File: src/hw/sbc_pkg.sv
`default_nettype none
package sbc_pkg;
   // register byte addresses
   localparam logic [6:0] ADDR_CARRIER_HIGH = 7'h07;
   localparam logic [6:0] ADDR_CARRIER_MID = 7'h08;
   localparam logic [6:0] ADDR_CARRIER_LOW = 7'h09;
   localparam logic [6:0] ADDR_RATE_HIGH = 7'h03;
   localparam logic [6:0] ADDR_RATE_LOW = 7'h04;
   localparam logic [6:0] ADDR_PIN_MAP = 7'h25;
   localparam logic [6:0] ADDR_PIN_MAP2 = 7'h26;
   localparam logic [6:0] ADDR_BATTERY = 7'h0C;
   localparam logic [6:0] ADDR_CONTROL = 7'h01;
   localparam logic [6:0] ADDR_STATUS = 7'h27;
   localparam logic [6:0] ADDR_REF_SELECT = 7'h59;
   // field positions
   localparam int REF_EXT_BIT = 4;
   localparam int CTRL_SEQ_BIT = 7;
   localparam int CTRL_CONT_BIT = 6;
   localparam int CTRL_SHAPE_BIT = 5;
   localparam int CTRL_TX_BIT = 4;
   localparam int CTRL_MODE_LSB = 2;
   // reset values
   localparam logic [23:0] CARRIER_RESET = 24'h6C8000;
   localparam logic [15:0] RATE_RESET = 16'h1A0B;
   localparam logic [7:0] PIN_MAP_RESET = 8'h00;
   localparam logic [7:0] PIN_MAP2_RESET = 8'h00;
   localparam logic [7:0] BATTERY_RESET = 8'h02;
   localparam logic [7:0] CONTROL_RESET = 8'h84;
   localparam logic [7:0] REF_SELECT_RESET = 8'h09;
   // timing
   localparam int CLK_PERIOD_NS = 4;
   localparam int OSC_SETTLE_US = 250;
   localparam int OSC_SETTLE_CYCLES = (OSC_SETTLE_US * 1000) / CLK_PERIOD_NS;
   localparam int SYNTH_LOCK_US = 80;
   localparam int SYNTH_LOCK_CYCLES = (SYNTH_LOCK_US * 1000) / CLK_PERIOD_NS;
   localparam int CAL_COARSE_CYCLES = 64;
   localparam int CAL_FINE_CYCLES = 16;
   localparam int STEP_RESOLUTION_BITS = 19;
   // operating modes
   localparam logic [1:0] MODE_SLEEP = 2'h0;

   typedef struct packed {
      logic write;
      logic [6:0] addr;
      logic [7:0] data;
   } sbc_reg_req_s;

   typedef struct packed {
      logic rx_enable;
      logic tx_enable;
      logic pll_enable;
   } sbc_radio_en_s;

   typedef enum logic [2:0] {
      SBC_WAIT_OSC,
      SBC_COARSE_CAL,
      SBC_IDLE,
      SBC_FINE_CAL,
      SBC_WAIT_LOCK,
      SBC_ACTIVE
   } sbc_seq_e;
endpackage : sbc_pkg
`default_nettype wire

File: src/hw/sbc_synth_bit_rate_divisor_field.sv
`default_nettype none
module sbc_synth_bit_rate_divisor_field #(
   parameter int OSC_SETTLE = sbc_pkg::OSC_SETTLE_CYCLES,
   parameter int SYNTH_LOCK = sbc_pkg::SYNTH_LOCK_CYCLES
) (
   input wire logic core_clk,
   input wire logic rst_b,
   input wire sbc_pkg::sbc_reg_req_s reg_req,
   input wire logic reg_req_valid,
   output logic [7:0] reg_rdata,
   input wire logic osc_stable_raw,
   input wire logic battery_below_raw,
   input wire logic pll_lock_raw,
   input wire logic serial_data_pin,
   output logic [23:0] synth_word,
   output logic synth_word_load,
   output logic ref_external,
   output logic coarse_cal_run,
   output logic fine_cal_run,
   output sbc_pkg::sbc_radio_en_s radio_en,
   output logic tx_data_bit,
   output logic general_pin_five,
   output logic [3:0] general_pins,
   output logic bit_clock_pin
);
   logic [23:0] carrier_frequency_reg;
   logic [7:0] carrier_high_shadow;
   logic [7:0] carrier_mid_shadow;
   logic [15:0] bit_rate_reg;
   logic [7:0] pin_event_map_reg;
   logic [7:0] pin_map_second_reg;
   logic [7:0] battery_threshold_reg;
   logic [7:0] control_reg;
   logic [7:0] ref_select_reg;
   logic [2:0] osc_sync;
   logic [2:0] batt_sync;
   logic [2:0] lock_sync;
   logic [2:0] data_sync;
   logic osc_ok;
   logic batt_low;
   logic pll_locked;
   logic data_in;
   logic [31:0] wait_cnt;
   logic [31:0] next_wait_cnt;
   sbc_pkg::sbc_seq_e seq_state;
   sbc_pkg::sbc_seq_e next_seq_state;
   logic [15:0] rate_cnt;
   logic bit_tick;
   logic [2:0] clk_div;
   logic clk_out_level;

   wire wr = reg_req_valid & reg_req.write;
   wire wr_high = wr & (reg_req.addr == sbc_pkg::ADDR_CARRIER_HIGH);
   wire wr_mid = wr & (reg_req.addr == sbc_pkg::ADDR_CARRIER_MID);
   wire wr_low = wr & (reg_req.addr == sbc_pkg::ADDR_CARRIER_LOW);
   wire wr_rate_h = wr & (reg_req.addr == sbc_pkg::ADDR_RATE_HIGH);
   wire wr_rate_l = wr & (reg_req.addr == sbc_pkg::ADDR_RATE_LOW);
   wire wr_map = wr & (reg_req.addr == sbc_pkg::ADDR_PIN_MAP);
   wire wr_map2 = wr & (reg_req.addr == sbc_pkg::ADDR_PIN_MAP2);
   wire wr_batt = wr & (reg_req.addr == sbc_pkg::ADDR_BATTERY);
   wire wr_ctrl = wr & (reg_req.addr == sbc_pkg::ADDR_CONTROL);
   wire wr_ref = wr & (reg_req.addr == sbc_pkg::ADDR_REF_SELECT);
   wire seq_on = control_reg[sbc_pkg::CTRL_SEQ_BIT];
   wire cont_mode = control_reg[sbc_pkg::CTRL_CONT_BIT];
   wire shaping = control_reg[sbc_pkg::CTRL_SHAPE_BIT];
   wire want_tx = control_reg[sbc_pkg::CTRL_TX_BIT];
   wire [1:0] op_mode = control_reg[sbc_pkg::CTRL_MODE_LSB +: 2];
   wire radio_req = seq_on & (op_mode != sbc_pkg::MODE_SLEEP);
   wire [2:0] clk_sel = pin_map_second_reg[2:0];
   wire clk_off = (clk_sel == 3'h7) | (op_mode == sbc_pkg::MODE_SLEEP);
   wire rate_timed = ~cont_mode | shaping;
   wire [15:0] rate_div = (bit_rate_reg == 16'h0000) ? 16'h0001 : bit_rate_reg;
   wire [23:0] commit_word = {carrier_high_shadow, carrier_mid_shadow, reg_req.data};
   wire [7:0] status_byte = {4'h0, batt_low, pll_locked, osc_ok, seq_state == sbc_pkg::SBC_ACTIVE};
   // lock indicator and battery event routing
   wire [1:0] batt_pin_sel = pin_event_map_reg[1:0];
   wire [1:0] lock_pin_sel = pin_event_map_reg[3:2];
   wire [3:0] next_general_pins;

   // three stage input capture
   always_ff @(posedge core_clk or negedge rst_b) begin
      if (!rst_b) begin
         osc_sync <= 3'h0;
         batt_sync <= 3'h0;
         lock_sync <= 3'h0;
         data_sync <= 3'h0;
         osc_ok <= 1'b0;
         batt_low <= 1'b0;
         pll_locked <= 1'b0;
         data_in <= 1'b0;
      end else begin
         osc_sync <= {osc_sync[1:0], osc_stable_raw};
         batt_sync <= {batt_sync[1:0], battery_below_raw};
         lock_sync <= {lock_sync[1:0], pll_lock_raw};
         data_sync <= {data_sync[1:0], serial_data_pin};
         if (osc_sync[1] == osc_sync[2]) osc_ok <= osc_sync[2];
         if (batt_sync[1] == batt_sync[2]) batt_low <= batt_sync[2];
         if (lock_sync[1] == lock_sync[2]) pll_locked <= lock_sync[2];
         if (data_sync[1] == data_sync[2]) data_in <= data_sync[2];
      end
   end

   // register file
   always_ff @(posedge core_clk or negedge rst_b) begin
      if (!rst_b) begin
         carrier_high_shadow <= sbc_pkg::CARRIER_RESET[23:16];
         carrier_mid_shadow <= sbc_pkg::CARRIER_RESET[15:8];
         carrier_frequency_reg <= sbc_pkg::CARRIER_RESET;
         bit_rate_reg <= sbc_pkg::RATE_RESET;
         pin_event_map_reg <= sbc_pkg::PIN_MAP_RESET;
         pin_map_second_reg <= sbc_pkg::PIN_MAP2_RESET;
         battery_threshold_reg <= sbc_pkg::BATTERY_RESET;
         control_reg <= sbc_pkg::CONTROL_RESET;
         ref_select_reg <= sbc_pkg::REF_SELECT_RESET;
      end else begin
         if (wr_high) carrier_high_shadow <= reg_req.data;
         if (wr_mid) carrier_mid_shadow <= reg_req.data;
         if (wr_low) carrier_frequency_reg <= commit_word;
         if (wr_rate_h) bit_rate_reg[15:8] <= reg_req.data;
         if (wr_rate_l) bit_rate_reg[7:0] <= reg_req.data;
         if (wr_map) pin_event_map_reg <= reg_req.data;
         if (wr_map2) pin_map_second_reg <= reg_req.data;
         if (wr_batt) battery_threshold_reg <= reg_req.data;
         if (wr_ctrl) control_reg <= reg_req.data;
         if (wr_ref) ref_select_reg <= reg_req.data;
      end
   end

   // read mux
   logic [7:0] next_rdata;
   always_comb begin
      next_rdata = 8'h00;
      case (reg_req.addr)
         sbc_pkg::ADDR_CARRIER_HIGH: next_rdata = carrier_high_shadow;
         sbc_pkg::ADDR_CARRIER_MID: next_rdata = carrier_mid_shadow;
         sbc_pkg::ADDR_CARRIER_LOW: next_rdata = carrier_frequency_reg[7:0];
         sbc_pkg::ADDR_RATE_HIGH: next_rdata = bit_rate_reg[15:8];
         sbc_pkg::ADDR_RATE_LOW: next_rdata = bit_rate_reg[7:0];
         sbc_pkg::ADDR_PIN_MAP: next_rdata = pin_event_map_reg;
         sbc_pkg::ADDR_PIN_MAP2: next_rdata = pin_map_second_reg;
         sbc_pkg::ADDR_BATTERY: next_rdata = battery_threshold_reg;
         sbc_pkg::ADDR_CONTROL: next_rdata = control_reg;
         sbc_pkg::ADDR_STATUS: next_rdata = status_byte;
         sbc_pkg::ADDR_REF_SELECT: next_rdata = ref_select_reg;
         default: next_rdata = 8'h00;
      endcase
   end

   // start-up sequencer
   always_comb begin
      next_seq_state = seq_state;
      next_wait_cnt = wait_cnt;
      case (seq_state)
         sbc_pkg::SBC_WAIT_OSC: begin
            if (osc_ok || wait_cnt >= 32'(OSC_SETTLE)) begin
               next_seq_state = sbc_pkg::SBC_COARSE_CAL;
               next_wait_cnt = 32'h0;
            end else begin
               next_wait_cnt = wait_cnt + 32'h1;
            end
         end
         sbc_pkg::SBC_COARSE_CAL: begin
            if (wait_cnt >= 32'(sbc_pkg::CAL_COARSE_CYCLES - 1)) begin
               next_seq_state = sbc_pkg::SBC_IDLE;
               next_wait_cnt = 32'h0;
            end else begin
               next_wait_cnt = wait_cnt + 32'h1;
            end
         end
         sbc_pkg::SBC_IDLE: begin
            next_wait_cnt = 32'h0;
            if (radio_req) next_seq_state = sbc_pkg::SBC_FINE_CAL;
         end
         sbc_pkg::SBC_FINE_CAL: begin
            if (!radio_req) begin
               next_seq_state = sbc_pkg::SBC_IDLE;
            end else if (wait_cnt >= 32'(sbc_pkg::CAL_FINE_CYCLES - 1)) begin
               next_seq_state = sbc_pkg::SBC_WAIT_LOCK;
               next_wait_cnt = 32'h0;
            end else begin
               next_wait_cnt = wait_cnt + 32'h1;
            end
         end
         sbc_pkg::SBC_WAIT_LOCK: begin
            if (!radio_req) begin
               next_seq_state = sbc_pkg::SBC_IDLE;
            end else if (pll_locked || wait_cnt >= 32'(SYNTH_LOCK)) begin
               next_seq_state = sbc_pkg::SBC_ACTIVE;
            end else begin
               next_wait_cnt = wait_cnt + 32'h1;
            end
         end
         sbc_pkg::SBC_ACTIVE: begin
            if (!radio_req) next_seq_state = sbc_pkg::SBC_IDLE;
         end
         default: next_seq_state = sbc_pkg::SBC_WAIT_OSC;
      endcase
   end

   always_ff @(posedge core_clk or negedge rst_b) begin
      if (!rst_b) begin
         seq_state <= sbc_pkg::SBC_WAIT_OSC;
         wait_cnt <= 32'h0;
      end else begin
         seq_state <= next_seq_state;
         wait_cnt <= next_wait_cnt;
      end
   end

   // bit rate divider, one tick per bit
   always_ff @(posedge core_clk or negedge rst_b) begin
      if (!rst_b) begin
         rate_cnt <= 16'h0000;
         bit_tick <= 1'b0;
      end else if (!rate_timed || seq_state != sbc_pkg::SBC_ACTIVE) begin
         rate_cnt <= 16'h0000;
         bit_tick <= 1'b0;
      end else if (rate_cnt >= rate_div - 16'h0001) begin
         rate_cnt <= 16'h0000;
         bit_tick <= 1'b1;
      end else begin
         rate_cnt <= rate_cnt + 16'h0001;
         bit_tick <= 1'b0;
      end
   end

   // reference clock divider
   always_ff @(posedge core_clk or negedge rst_b) begin
      if (!rst_b) begin
         clk_div <= 3'h0;
      end else begin
         clk_div <= clk_div + 3'h1;
      end
   end

   always_comb begin
      clk_out_level = 1'b0;
      case (clk_sel)
         3'h0: clk_out_level = 1'b1;
         3'h1: clk_out_level = clk_div[0];
         3'h2: clk_out_level = clk_div[1];
         3'h3: clk_out_level = clk_div[2];
         default: clk_out_level = 1'b0;
      endcase
   end

   // per pin event routing
   for (genvar p = 0; p < 4; p++) begin : g_pin_route
      assign next_general_pins[p] = ((batt_pin_sel == 2'(p)) & batt_low) |
         ((lock_pin_sel == 2'(p)) & pll_locked);
   end

   // registered outputs
   always_ff @(posedge core_clk or negedge rst_b) begin
      if (!rst_b) begin
         reg_rdata <= 8'h00;
         synth_word <= sbc_pkg::CARRIER_RESET;
         synth_word_load <= 1'b0;
         ref_external <= 1'b0;
         coarse_cal_run <= 1'b0;
         fine_cal_run <= 1'b0;
         radio_en <= '0;
         tx_data_bit <= 1'b0;
         general_pin_five <= 1'b0;
         general_pins <= 4'h0;
         bit_clock_pin <= 1'b0;
      end else begin
         reg_rdata <= next_rdata;
         synth_word <= wr_low ? commit_word : carrier_frequency_reg;
         synth_word_load <= wr_low;
         ref_external <= ref_select_reg[sbc_pkg::REF_EXT_BIT];
         coarse_cal_run <= (seq_state == sbc_pkg::SBC_COARSE_CAL);
         fine_cal_run <= (seq_state == sbc_pkg::SBC_FINE_CAL);
         radio_en.pll_enable <= (seq_state == sbc_pkg::SBC_FINE_CAL) |
            (seq_state == sbc_pkg::SBC_WAIT_LOCK) | (seq_state == sbc_pkg::SBC_ACTIVE);
         radio_en.tx_enable <= (seq_state == sbc_pkg::SBC_ACTIVE) & want_tx;
         radio_en.rx_enable <= (seq_state == sbc_pkg::SBC_ACTIVE) & ~want_tx;
         if (!cont_mode || !shaping || bit_tick) tx_data_bit <= data_in;
         general_pin_five <= osc_ok & ~clk_off & clk_out_level;
         general_pins <= next_general_pins;
         bit_clock_pin <= bit_tick & cont_mode & shaping & (seq_state == sbc_pkg::SBC_ACTIVE);
      end
   end
endmodule : sbc_synth_bit_rate_divisor_field
`default_nettype wire

File: config.mk
export PLATFORM = sky130hd
export DESIGN_NAME = sbc_synth_bit_rate_divisor_field
export DESIGN_NICKNAME = d
export VERILOG_FILES = /design/src/hw/sbc_pkg.sv /design/src/hw/sbc_synth_bit_rate_divisor_field.sv
export SDC_FILE = /design/constraint.sdc
export NUM_CORES = 1
export LEC_CHECK = 0
export ABC_AREA = 1
export BUFFER_PORTS_ARGS = -buffer_cell sky130_fd_sc_hd__buf_2
export CAP_MARGIN = 20
export CORE_MARGIN = 8
export CORE_UTILIZATION = 54
export CTS_BUF_LIST = sky130_fd_sc_hd__clkbuf_2 sky130_fd_sc_hd__clkbuf_4 sky130_fd_sc_hd__clkbuf_8
export CTS_CLUSTER_SIZE = 20
export DETAILED_ROUTE_END_ITERATION = 10
export GPL_ROUTABILITY_DRIVEN = 0
export PLACE_DENSITY = 0.73
export REMOVE_ABC_BUFFERS = 1
export SYNTH_ARGS = -nofsm -noshare
export SYNTH_HDL_FRONTEND = slang
export SYNTH_SLANG_ARGS = --single-unit
File: constraint.sdc
create_clock -name core_clk -period 4.3 [get_ports core_clk]
set_input_delay 0.43 -clock core_clk [delete_from_list [all_inputs] [get_ports core_clk]]
set_output_delay 0.43 -clock core_clk [all_outputs]
set_load 0.05 [all_outputs]
# After elaboration in Yosys (flattened, before gate mapping)
# Index checks and enable logic that the tools add are counted.
# word_totals
inputBits,23
reg_bits,189
# op_classes
muxes,24
order_cmp,5
bitwise_logic,38
eq_ne,40
n_addsub,4
reduce_logical,18
# op_table
op,n
2-to-1 mux 32 bit,6
one-hot mux 32 bit (5 select lines),1
one-hot mux 8 bit (11 select lines),1
2-to-1 mux 16 bit,3
"adder 32 x 1 -> 32 bit, second input constant",1
"greater-or-equal comparator 32 x 15 -> 1 bit, second input constant",1
"greater-or-equal comparator 32 x 16 -> 1 bit, second input constant",1
"greater-or-equal comparator 32 x 4 -> 1 bit, second input constant",1
"greater-or-equal comparator 32 x 6 -> 1 bit, second input constant",1
AND 1 bit,27
2-to-1 mux 24 bit,1
2-to-1 mux 3 bit,8
"== test 7 x 4 -> 1 bit, second input constant",3
"== test 7 x 6 -> 1 bit, second input constant",3
one-hot mux 3 bit (6 select lines),1
"adder 16 x 1 -> 16 bit, second input constant",1
greater-or-equal comparator 16 bit,1
zero test 16 bit,1
"subtractor 16 x 1 -> 16 bit, second input constant",1
"== test 7 x 3 -> 1 bit, second input constant",2
"inequality test 2 bit, second input constant",7
"== test 3 x 2 -> 1 bit, second input constant",4
"== test 3 bit, second input constant",3
"inequality test 3 bit, second input constant",3
20 further kinds,47

# Longest topological paths before layout
# Gate-level depths: netlist of run 1.
# logic_depth
ltp_word,6
ltp_mapped,20

# Worst setup path after synthesis of run 1
# Ideal clock, no wire load.
# synth_timing
kind,reg-to-reg
from,register bit_rate_reg[1]
to,register rate_cnt[11]
required_time_ps,4180
stages_incl_launch_ff,21
slack_ps,1130
t_arrival_ps,3050
synth_period_minus_slack_ps,3170
cell_sequence,dfstp_2 inv_1 nand3_1 nor2_1 a31oi_1 ha_1 nand2_1 nor2_1 nand3_1 nor3_1 xor2_1 inv_1 ha_1 nand2_1 inv_1 nand3_1 nor3_1 nand3_1 nand3_1 buf_2 nor2_1
# synth_between
elab_chain_len,6
# synth_lines
item,line,rtl
from (decl),sbc_synth_bit_rate_divisor_field.sv:29,logic [15:0] bit_rate_reg;
from (signal assigned),sbc_synth_bit_rate_divisor_field.sv:109,bit_rate_reg <= sbc_pkg::RATE_RESET;
from (signal assigned),sbc_synth_bit_rate_divisor_field.sv:120,if (wr_rate_l) bit_rate_reg[7:0] <= reg_req.data;
zero test 16 bit,sbc_synth_bit_rate_divisor_field.sv:72,wire [15:0] rate_div = (bit_rate_reg == 16'h0000) ? 16'h0001 : bit_rate_reg;
2-to-1 mux 16 bit *,sbc_synth_bit_rate_divisor_field.sv:72,
subtractor 16 x 1 -> 16 bit *,sbc_synth_bit_rate_divisor_field.sv:218,end else if (rate_cnt >= rate_div - 16'h0001) begin
greater-or-equal comparator 16 bit *,sbc_synth_bit_rate_divisor_field.sv:218,
2-to-1 mux 16 bit *,sbc_synth_bit_rate_divisor_field.sv:218,
2-to-1 mux 16 bit *,sbc_synth_bit_rate_divisor_field.sv:215,end else if (!rate_timed || seq_state != sbc_pkg::SBC_ACTIVE) begin
to (signal assigned),sbc_synth_bit_rate_divisor_field.sv:222,rate_cnt <= rate_cnt + 16'h0001;
to (decl),sbc_synth_bit_rate_divisor_field.sv:47,logic [15:0] rate_cnt;
# Every way passes the cells marked *; elsewhere a longest branch is shown, timed or not.
# A chain may end at the register's enable or synchronous reset.

# Final worst setup path of run 1
# layout_timing
from,register bit_rate_reg[1]
to,register bit_tick
# layout_between
elab_chain_len,6
# layout_lines
item,line,rtl
zero test 16 bit,sbc_synth_bit_rate_divisor_field.sv:72,
2-to-1 mux 16 bit *,sbc_synth_bit_rate_divisor_field.sv:72,
subtractor 16 x 1 -> 16 bit *,sbc_synth_bit_rate_divisor_field.sv:218,
greater-or-equal comparator 16 bit *,sbc_synth_bit_rate_divisor_field.sv:218,
2-to-1 mux 1 bit *,sbc_synth_bit_rate_divisor_field.sv:218,
2-to-1 mux 1 bit *,sbc_synth_bit_rate_divisor_field.sv:215,
to (signal assigned),sbc_synth_bit_rate_divisor_field.sv:214,bit_tick <= 1'b0;
to (signal assigned),sbc_synth_bit_rate_divisor_field.sv:217,bit_tick <= 1'b0;
to (signal assigned),sbc_synth_bit_rate_divisor_field.sv:220,bit_tick <= 1'b1;
to (decl),sbc_synth_bit_rate_divisor_field.sv:48,logic bit_tick;
# Marks and branches as above.

==> impl_metrics.toml, run 1 <==
[layout]
area_growth_pct = 8.906
largest_register_ffs = 32
fin_util_pct = 60.33
nNetsFinal = 1271
reg_top3 = "wait_cnt: 32 flops, synth_word: 24 flops"
final_cells = 1466
final_layout_size_suffix_gt1_share_pct = 14.19
top_register = "wait_cnt"

[global_route]
grt_pass1_wl_um = 36310
track_usage_pct = 20.13
antenna_found_initial = 0
grt_max_degree = 128
first_global_vias = 7341
grt.overflow.total = 0

[yosys]
synth_area_per_cell_um2 = 8.232
netlist_area_mm2 = 0.009582
ys_top_cells_by_area = "dfrtp_1, nand2_1, dfstp_2, nor2_1, inv_1"
synth.distinct_cells = 46
yosysMostFrequentCell = "nand2_1"
synth_top_area_share_pct = 43.88
synthFlopType = "dfrtp_1"
ys_warn_count = 0
synthArstFlopShare_pct = 100.0
synth.largest_area_cell = "dfrtp_1"
synthCells = 1164
synth_commonest_cells = "nand2_1, dfrtp_1, nor2_1"
synth-edff-count = 0
ys_ff_latch = 189
ys_seq_area_share_pct = 49.63

[routing]
viasPerCell = 5.210
ant_nets = 0
drc = 0
wire_per_inst_um = 14.60
firstDrtPassIters = 6
dr_total_vias = 7638
routed_wl_um = 21400
drt_iter0_markers = 439

[clock_tree]
clockBufferDepth = 2
cts_tree = "built"
cts_hold_buf = 0
post-cts-setup-buffers = 0
clock_latency_ns = 0.47
clkSinkCount = 189
h-tree-depth = 4
clkTransAtPathRegs_ns = 0.10
clock_tree.root_cell = "clkbuf_8"
cts-resized-gates = 0
cts_buffers = 17

[status]
status = "complete, no violations"

[min_path]
whs_path_depth = 1
hold_path.class = "input port to flip-flop"

[setup_path]
crit_start = "bit_rate_reg[1]"
crit_path_top_delay_cell = "dfstp_2"
crit_buf_inv = 4
critPathCapture = "bit_tick"
critPathKind = "flip-flop to flip-flop"
crit_cells = 20
cpMostUsedCell = "nand3_1"
reg2reg_from = "bit_rate_reg[1]"
critical-path-top-delay-family = "simple AND/OR/NAND/NOR gates"
critPathRequiredTime_ns = 4.70
arrival_ns = 4.03
startpoint_type = "flip-flop"
reg2reg_slack_ns = 0.67
ff2ff_path_depth = 20
path_max_fanout = 17
crit_chain = "inv_1, nand3_1, nor2_1, a31oi_1, ha_1, nand2_1, nor2_1, nand3_1, nor3_1, xor2_1, inv_1, ha_1, nand2_1, inv_1, nand3_1, nor3_1, nand3_1, nand3_1, nand2_1, inv_1"
critPathCaptureType = "flip-flop"
r2r_end = "bit_tick"
cpPeakStageDelay_ns = 0.54

[sta]
final.setup_skew_ns = 0.01677
period_share_pct = 84.53
rsz0062_at_grt = "no"
final_hold_viol_count = 0
setup_tns_ns = 0
tightest_slew_ns = 1.005
fin_crit_ns = 3.635
setup_viol = 0
clock.fmax_mhz = 275.1
slew_viol_final = 0
whs_ns = 0.06468
relSlewSlack_pct = 32.97
layout_setup_ws_ns = 0.6651

[die]
die_x_um = 149.2
io_pins = 69
dieArea_mm2 = 0.02226
core-area_mm2 = 0.01730
fp.dieH_um = 149.2
start_util_pct = 55.40
row_count = 48

[placed_design]
pre_cts_slack_ns = 0.6401
place_inst = 1433
place_hpwl_um = 15550
port_buffers = 68

[run]
maxCapViolCount = 0

[power]
ir_drop_v = 0.0003194
leakagePower_nw = 5.324
powerDensity_mw_per_mm2 = 385.9
how the worst min path moves through the flow:
stage	start	end	slack [ns]
floorplan	rst_b	batt_low	0.13
global placement	lock_sync[0]	lock_sync[1]	0.33
finish	serial_data_pin	data_sync[0]	0.06
CTS	serial_data_pin	data_sync[0]	0.04
global route	osc_stable_raw	osc_sync[0]	0.03
detailed placement	lock_sync[0]	lock_sync[1]	0.34
cell type report:
cell class / count / area [µm²]
fill: 1581 / 6862
sequential: 189 / 4756
multi-input combinational: 800 / 4071
inverter: 149 / 564.3
timing repair buffer: 70 / 364.1
tap: 225 / 281.5
clock buffer: 18 / 247.7
clock inverter: 14 / 147.6
antenna: 1 / 2.502
layer usage:
metal	track usage [%]	routed length, µm
met1	27.15	9881
met2	32.38	10270
met4	6.310	299
met5	0	0
met3	3.671	954
report_power, final:
part	internal, mW	leakage [nW]	switching [mW]	total, mW
Sequential	1.89	2.41	0.0825	1.97
Clock	0.495	0.197	0.684	1.18
Combinational	0.257	2.72	0.622	0.879
Total	2.64	5.32	1.39	4.03
logic make-up after synthesis:
group / Yosys count / synth area share, %
adders and majority gates: 25 / 3.160
xor gates and xnor gates: 26 / 2.377
AOI/OAI and AO/OA: 163 / 9.885
buffers and inverters: 175 / 7.874
DFF: 189 / 49.63
muxes: 9 / 1.058
and+or+nand+nor: 577 / 26.01
stage by stage:
stage | cell area (µm²) | total power, mW
4_1_cts | 10430 | 4.058
3_5_place_dp | 10040 | 2.887
5_1_grt | 10430 | 4.247
6_report | 10440 | 4.027
3_3_place_gp | 10040 | 2.867
2_1_floorplan | 9392 | 2.633
worst register-to-register path: stages, from the launching register on:
cell and delay (ns):
dfstp_2 0.54, inv_1 0.06, nand3_1 0.12, nor2_1 0.07
a31oi_1 0.23, ha_1 0.27, nand2_1 0.11, nor2_1 0.22
nand3_1 0.15, nor3_1 0.19, xor2_1 0.16, inv_1 0.05
ha_1 0.26, nand2_1 0.05, inv_1 0.05, nand3_1 0.08
nor3_1 0.21, nand3_1 0.11, nand3_1 0.47, nand2_1 0.10
inv_1 0.07
cell usage in the layout (no fill, tap or decap), types with 9 or more instances in the layout:
cell / synthesis / layout
o21ai_0: 92 / 92
inv_1: 136 / 136
nand2_1: 301 / 301
a21oi_1: 16 / 16
buf_2: 14 / 67
o22ai_1: 14 / 14
nand3_1: 70 / 70
nor2_1: 144 / 144
dfstp_2: 21 / 21
dfrtp_1: 168 / 168
a211oi_1: 9 / 9
xor2_1: 24 / 24
clkbuf_8: 0 / 19
nand2_2: 13 / 13
inv_2: 11 / 11
nand4_1: 12 / 12
ha_1: 21 / 21
Power figures use the tool's default switching activity.
==> run 2, diff against run 1 <==
PLACE_DENSITY = 0.75   (was 0.73)
clock period = 3.13 ns   (was 4.3 ns; I/O delays follow)
==> impl_metrics.toml, run 2 (synthesis results as in run 1) <==
[sta]
final.setup_skew_ns = 0.02533
fin_crit_ns = 3.093
relSlewSlack_pct = 47.21
tightest_slew_ns = 0.7919
slew_viol_final = 0
final_hold_viol_count = 0
setup_viol = 0
clock.fmax_mhz = 323.3
setup_tns_ns = 0
period_share_pct = 98.81
rsz0062_at_grt = "yes"

[power]
leakagePower_nw = 5.518
p_total_mw = 5.717
ir_drop_v = 0.0004212
powerDensity_mw_per_mm2 = 527.7

[die]
start_util_pct = 55.40
fp.dieH_um = 149.2
core-area_mm2 = 0.01730
die_x_um = 149.2
io_pins = 69
row_count = 48
dieArea_mm2 = 0.02226

[global_route]
first_global_vias = 7527
grt_max_degree = 95
antenna_found_initial = 0
grt_pass1_wl_um = 37110
track_usage_pct = 20.60
grt.overflow.total = 0

[layout]
multi_input_area_mm2 = 0.004183
final_common_cell = "nand2_1"
final_cell_mix = "nand2_1, dfrtp_1, nor2_1, inv_1, o21ai_0"
seq_area_mm2 = 0.004756
reg_top3 = "wait_cnt: 32 flops, synth_word: 24 flops"
antennaDiodeCount = 0
nNetsFinal = 1300
area_growth_pct = 13.06
top_register = "wait_cnt"
final_layout_size_suffix_gt1_share_pct = 17.57
fillers = 1461
largest_register_ffs = 32

[setup_path]
ff2ff_path_depth = 20
crit_path_top_delay_cell = "dfstp_2"
cpPeakStageDelay_ns = 0.60
reg2reg_slack_ns = 0.04
critPathKind = "flip-flop to flip-flop"
arrival_ns = 3.48
critPathRequiredTime_ns = 3.51
crit_chain = "nor2_4, nand2_2, nor2_4, a31oi_4, ha_2, nand2_4, nor2_4, nand3_2, nor3_2, xor2_1, inv_1, ha_1, nand2_1, inv_1, nand3_2, nor3_2, nand3_1, nand3_2, buf_6, nor2_1"
path_max_fanout = 8
crit_start = "bit_rate_reg[11]"
critPathCapture = "rate_cnt[6]"
r2r_end = "rate_cnt[6]"
critPathCaptureType = "flip-flop"
reg2reg_from = "bit_rate_reg[11]"
startpoint_type = "flip-flop"

[placed_design]
port_buffers = 68
place_hpwl_um = 16050

[routing]
viasPerCell = 5.254
firstDrtPassIters = 5
routed_wl_um = 22470
drt_iter0_markers = 673
dr_total_vias = 7850
wire_per_inst_um = 15.04
ant_nets = 0
drc = 0

[status]
status = "complete, no violations"

[clock_tree]
clock_latency_ns = 0.48
clock_tree.root_cell = "clkbuf_8"
cts_buffers = 17
clockBufferDepth = 2
h-tree-depth = 4
cts_tree = "built"
clkTransAtPathRegs_ns = 0.12
clkSinkCount = 189

[min_path]
hold_path.class = "input port to flip-flop"
hp-start = "reg_req[3]"

[run]
maxCapViolCount = 0
run 2: changes by cell type in the layout (fill, tap and decap cells not counted), moves of 3 or more:
cell / change
buf_4: +20
clkinv_4: -3
clkinv_8: +6
dlygate4sd3_1: +5
nand2_1: -3
nand3_1: -4
nand3_2: +4
nor2_1: -9
nor2_2: +5
nor2_4: +4
nor3_1: -3
nor3_2: +3
run 2: worst min-delay path by stage:
stage                                        end  slack (ns)  cells past startpoint
final                          ref_select_reg[3]        0.08                      3
after global routing      carrier_high_shadow[6]        0.06                      3
after CTS                      ref_select_reg[3]        0.06                      3
after detailed placement            lock_sync[1]        0.34                      0
after global placement              lock_sync[1]        0.33                      0
after floorplan                         batt_low        0.02                      0
run 2: area by class of cell:
class | count | share of cell area (%)
clock buffer | 17 | 2.160
clock inverter | 15 | 1.733
inverter | 149 | 5.209
multi-input combinational | 800 | 38.61
sequential | 189 | 43.90
tap | 225 | 2.599
timing repair buffer | 99 | 5.787
run 2: critical path, delay by kind of cell, from the launching register on:
kind            cells  cell delay [ns]
simple gates       13             1.27
flops               1             0.60
fa+ha+maj           2             0.52
buf+inv             3             0.28
compound gates      1             0.17
xor+xnor            1             0.16
run 2: report_power, final:
part / switching, mW / total, mW / leakage, nW / internal (mW)
Sequential: 0.112 / 2.70 / 2.41 / 2.59
Combinational: 0.921 / 1.36 / 2.90 / 0.440
Clock: 1.03 / 1.65 / 0.212 / 0.621
Total: 2.06 / 5.72 / 5.52 / 3.65
run 2: metal layers:
layer | vias up | share of wire (%) | track usage (%) | wire [µm]
met3 | 40 | 5.1 | 4.066 | 1141
li1 | 3906 | - | - | -
met4 | 0 | 2.2 | 6.613 | 500
met2 | 231 | 48 | 33.39 | 10830
met5 | - | 0 | 0 | 0
met1 | 3673 | 44 | 27.28 | 9990
run 2: per-stage QoR:
stage	area, µm²	hold slack, ns	instances	utilization, %	setup slack (ns)
2_1_floorplan	9392	0.01741	1138	-	-0.02180
3_3_place_gp	10180	0.3346	1449	58.87	0.04518
3_5_place_dp	10180	0.3371	1449	58.87	-0.01439
4_1_cts	10670	0.05505	1486	61.71	0.01405
5_1_grt	10830	0.06483	1494	62.63	-0.1582
6_report	10830	0.07925	1494	62.63	0.03710
run 2: what timing repair did:
action                     4_1_cts  5_1_grt
gates cloned                     0        1
gates resized for setup          5       27
pin swaps                        1       11
setup buffers                    0        7
hold buffers                     5        0
setup endpoints to repair       17       17
hold endpoints to repair        80        0
==> run 3, diff against run 2 <==
ABC_AREA = 0   (was 1)
HOLD_SLACK_MARGIN = 0.05   (was unset)
PLACE_DENSITY = 0.76   (was 0.75)
==> impl_metrics.toml, run 3 <==
[yosys]
ys_ff_latch = 189
synthArstFlopShare_pct = 100.0
ys_warn_count = 0
synth-edff-count = 0
netlist_area_mm2 = 0.008842
synth_top_area_share_pct = 47.54
yosysMostFrequentCell = "dfrtp_1"
synthCells = 763
synth.largest_area_cell = "dfrtp_1"
synth.distinct_cells = 66
synthFlopType = "dfrtp_1"
synth_area_per_cell_um2 = 11.59
ys_seq_area_share_pct = 53.79
synth_commonest_cells = "dfrtp_1, mux2_2, nor2_1"
ys_top_cells_by_area = "dfrtp_1, mux2_2, dfstp_2, ha_1, nor2_1"

[layout]
fin_util_pct = 64.47
final_cells = 1095
nNetsFinal = 910
antennaDiodeCount = 0
reg_top3 = "wait_cnt: 32 flops, synth_word: 24 flops"
final_layout_size_suffix_gt1_share_pct = 35.15
final_common_cell = "dfrtp_1"
area_growth_pct = 16.24
seq_area_mm2 = 0.004756
final_cell_mix = "dfrtp_1, mux2_2, buf_2"
largest_register_ffs = 32
multi_input_area_mm2 = 0.004006
design_area_mm2 = 0.01028
fillers = 1199
top_register = "wait_cnt"

[die]
dieArea_mm2 = 0.02072
row_count = 46
io_pins = 69
core-area_mm2 = 0.01594
fp.dieH_um = 144.0
start_util_pct = 55.46
die_x_um = 144.0

[setup_path]
arrival_ns = 4.09
critPathCaptureType = "flip-flop"
crit_path_top_delay_cell = "or4_4"
path_max_fanout = 8
critPathKind = "flip-flop to flip-flop"
critPathRequiredTime_ns = 3.53
cpPeakStageDelay_ns = 0.54
crit_chain = "or4_4, nor3_4, nand3_2, nor4_4, nor2_2, ha_2, nor3b_4, nand2_2, nor4_2, xnor2_1, ha_2, a21o_1, a21o_1, a221oi_2, o21ai_1, a311o_1, buf_6, nor2_2"
critical-path-top-delay-family = "simple AND/OR/NAND/NOR gates"
startpoint_type = "flip-flop"
crit_buf_inv = 1

[clock_tree]
cts_tree = "built"
clock_tree.root_cell = "clkbuf_8"
cts_buffers = 17
clock_latency_ns = 0.48
clockBufferDepth = 2
clkSinkCount = 189
clkTransAtPathRegs_ns = 0.10
h-tree-depth = 4

[routing]
wl_met1_um = 9280
dr_total_vias = 6592
routed_wl_um = 20810
met2_wirelength_um = 9976
firstDrtPassIters = 5
ant_nets = 0
wire_per_inst_um = 19.00
drc = 0
viasPerCell = 6.020
drt_iter0_markers = 677
routed.top_layer = "met4"
route.met3.wl_um = 1264

[global_route]
first_global_vias = 6777
grt.overflow.total = 0
grt_pass1_wl_um = 34790
antenna_found_initial = 0
track_usage_pct = 21.39
grt_max_degree = 90

[placed_design]
port_buffers = 68
place_hpwl_um = 14760
place_inst = 1055
pre_cts_slack_ns = -0.8595
place_area_mm2 = 0.009651

[power]
leakagePower_nw = 4.924
ir_drop_v = 0.0004190
p_total_mw = 5.284
powerDensity_mw_per_mm2 = 514.0

[sta]
fin_crit_ns = 3.687
setup_viol = 17
final.setup_skew_ns = 0.02065
clock.fmax_mhz = 271.2
slew_viol_final = 0
tightest_slew_ns = 0.7243
rsz0062_at_grt = "yes"
relSlewSlack_pct = 51.71
period_share_pct = 117.8
final_hold_viol_count = 0
layout_setup_ws_ns = -0.5570

[status]
violations = "setup timing"
status = "finished, violations left"

[min_path]
hold_path.class = "input port to flip-flop"

[run]
maxCapViolCount = 0
## run 3: cell types whose count changed after synthesis, moves of 12 or more
cell / before / now
nand3_1: 70 / 31
o21ai_0: 92 / 24
nor4_1: 2 / 17
and3_1: 0 / 13
xnor2_1: 2 / 14
clkbuf_1: 1 / 22
nand2_2: 13 / 0
inv_1: 136 / 16
mux2_2: 2 / 102
nand2_1: 301 / 42
nor2_1: 144 / 62
## run 3: cell type report
| cell class | count | area share [%] |
|---|---|---|
| flip-flops and latches | 189 | 46.27 |
| well taps | 216 | 2.629 |
| clock buffers | 18 | 2.349 |
| multi-input cells | 522 | 38.98 |
| clock inverters | 14 | 1.680 |
| inverters | 16 | 0.5843 |
| repair buffers | 120 | 7.511 |
## run 3: logic make-up after synthesis
| family | synth area share (%) |
|---|---|
| adder cells (fa/ha/maj) | 3.424 |
| XOR/XNOR | 2.674 |
| multiplexers | 13.90 |
| AO/OA/AOI/OAI | 10.33 |
| flip-flops | 53.79 |
| buffers and inverters | 2.420 |
| AND/OR/NAND/NOR | 13.47 |
## run 3: where the power goes
part | switching (mW) | internal (mW) | leakage, nW
sequential | 0.0845 | 2.55 | 2.50
clock | 0.955 | 0.687 | 0.207
combinational | 0.599 | 0.410 | 2.22
## run 3: worst reg2reg max path, cell delays in order, from the launching register on
cell and delay [ns]:
dfstp_2 0.38, or4_4 0.54, nor3_4 0.16, nand3_2 0.13, nor4_4 0.15, nor2_2 0.06
ha_2 0.18, nor3b_4 0.16, nand2_2 0.08, nor4_2 0.05, xnor2_1 0.13, ha_2 0.19
a21o_1 0.15, a21o_1 0.21, a221oi_2 0.28, o21ai_1 0.12, a311o_1 0.38, buf_6 0.18
nor2_2 0.09
## run 3: path summary, 6_finish.rpt
kind                                        from               endpoint  slack, ns  cells past startpoint
worst max register to register  bit_rate_reg[11]           rate_cnt[12]      -0.56                     18
worst min register to register      lock_sync[0]           lock_sync[1]       0.36                      0
worst min-delay path                  reg_req[1]  carrier_mid_shadow[1]       0.26                      2
max in group asynchronous                  rst_b        bit_rate_reg[3]       1.78                      3
worst max-delay path            bit_rate_reg[11]           rate_cnt[12]      -0.56                     18
min in group asynchronous                  rst_b           wait_cnt[13]       0.48                      2
## run 3: what timing repair did
action	4_1_cts	5_1_grt
buffers inserted	2	0
hold buffers	5	0
setup endpoints to repair	17	17
cloned	1	0
endpoints found under the hold margin	86	0
pin swaps	27	13
gates resized for setup	32	8
## run 3: stage by stage
stage	hold WS, ns	setup TNS [ns]
CTS	0.2214	-11.33
detailed placement	0.3373	-13.77
finish	0.2584	-8.901
floorplan	0.01741	-9.827
global placement	0.3339	-9.871
global route	0.2331	-12.00
## run 3: per-layer routing
layer,track usage (%),vias up
met3,4.678,27
met4,6.530,0
met1,28.64,3329
met5,0,-
li1,-,3010
met2,34.07,226
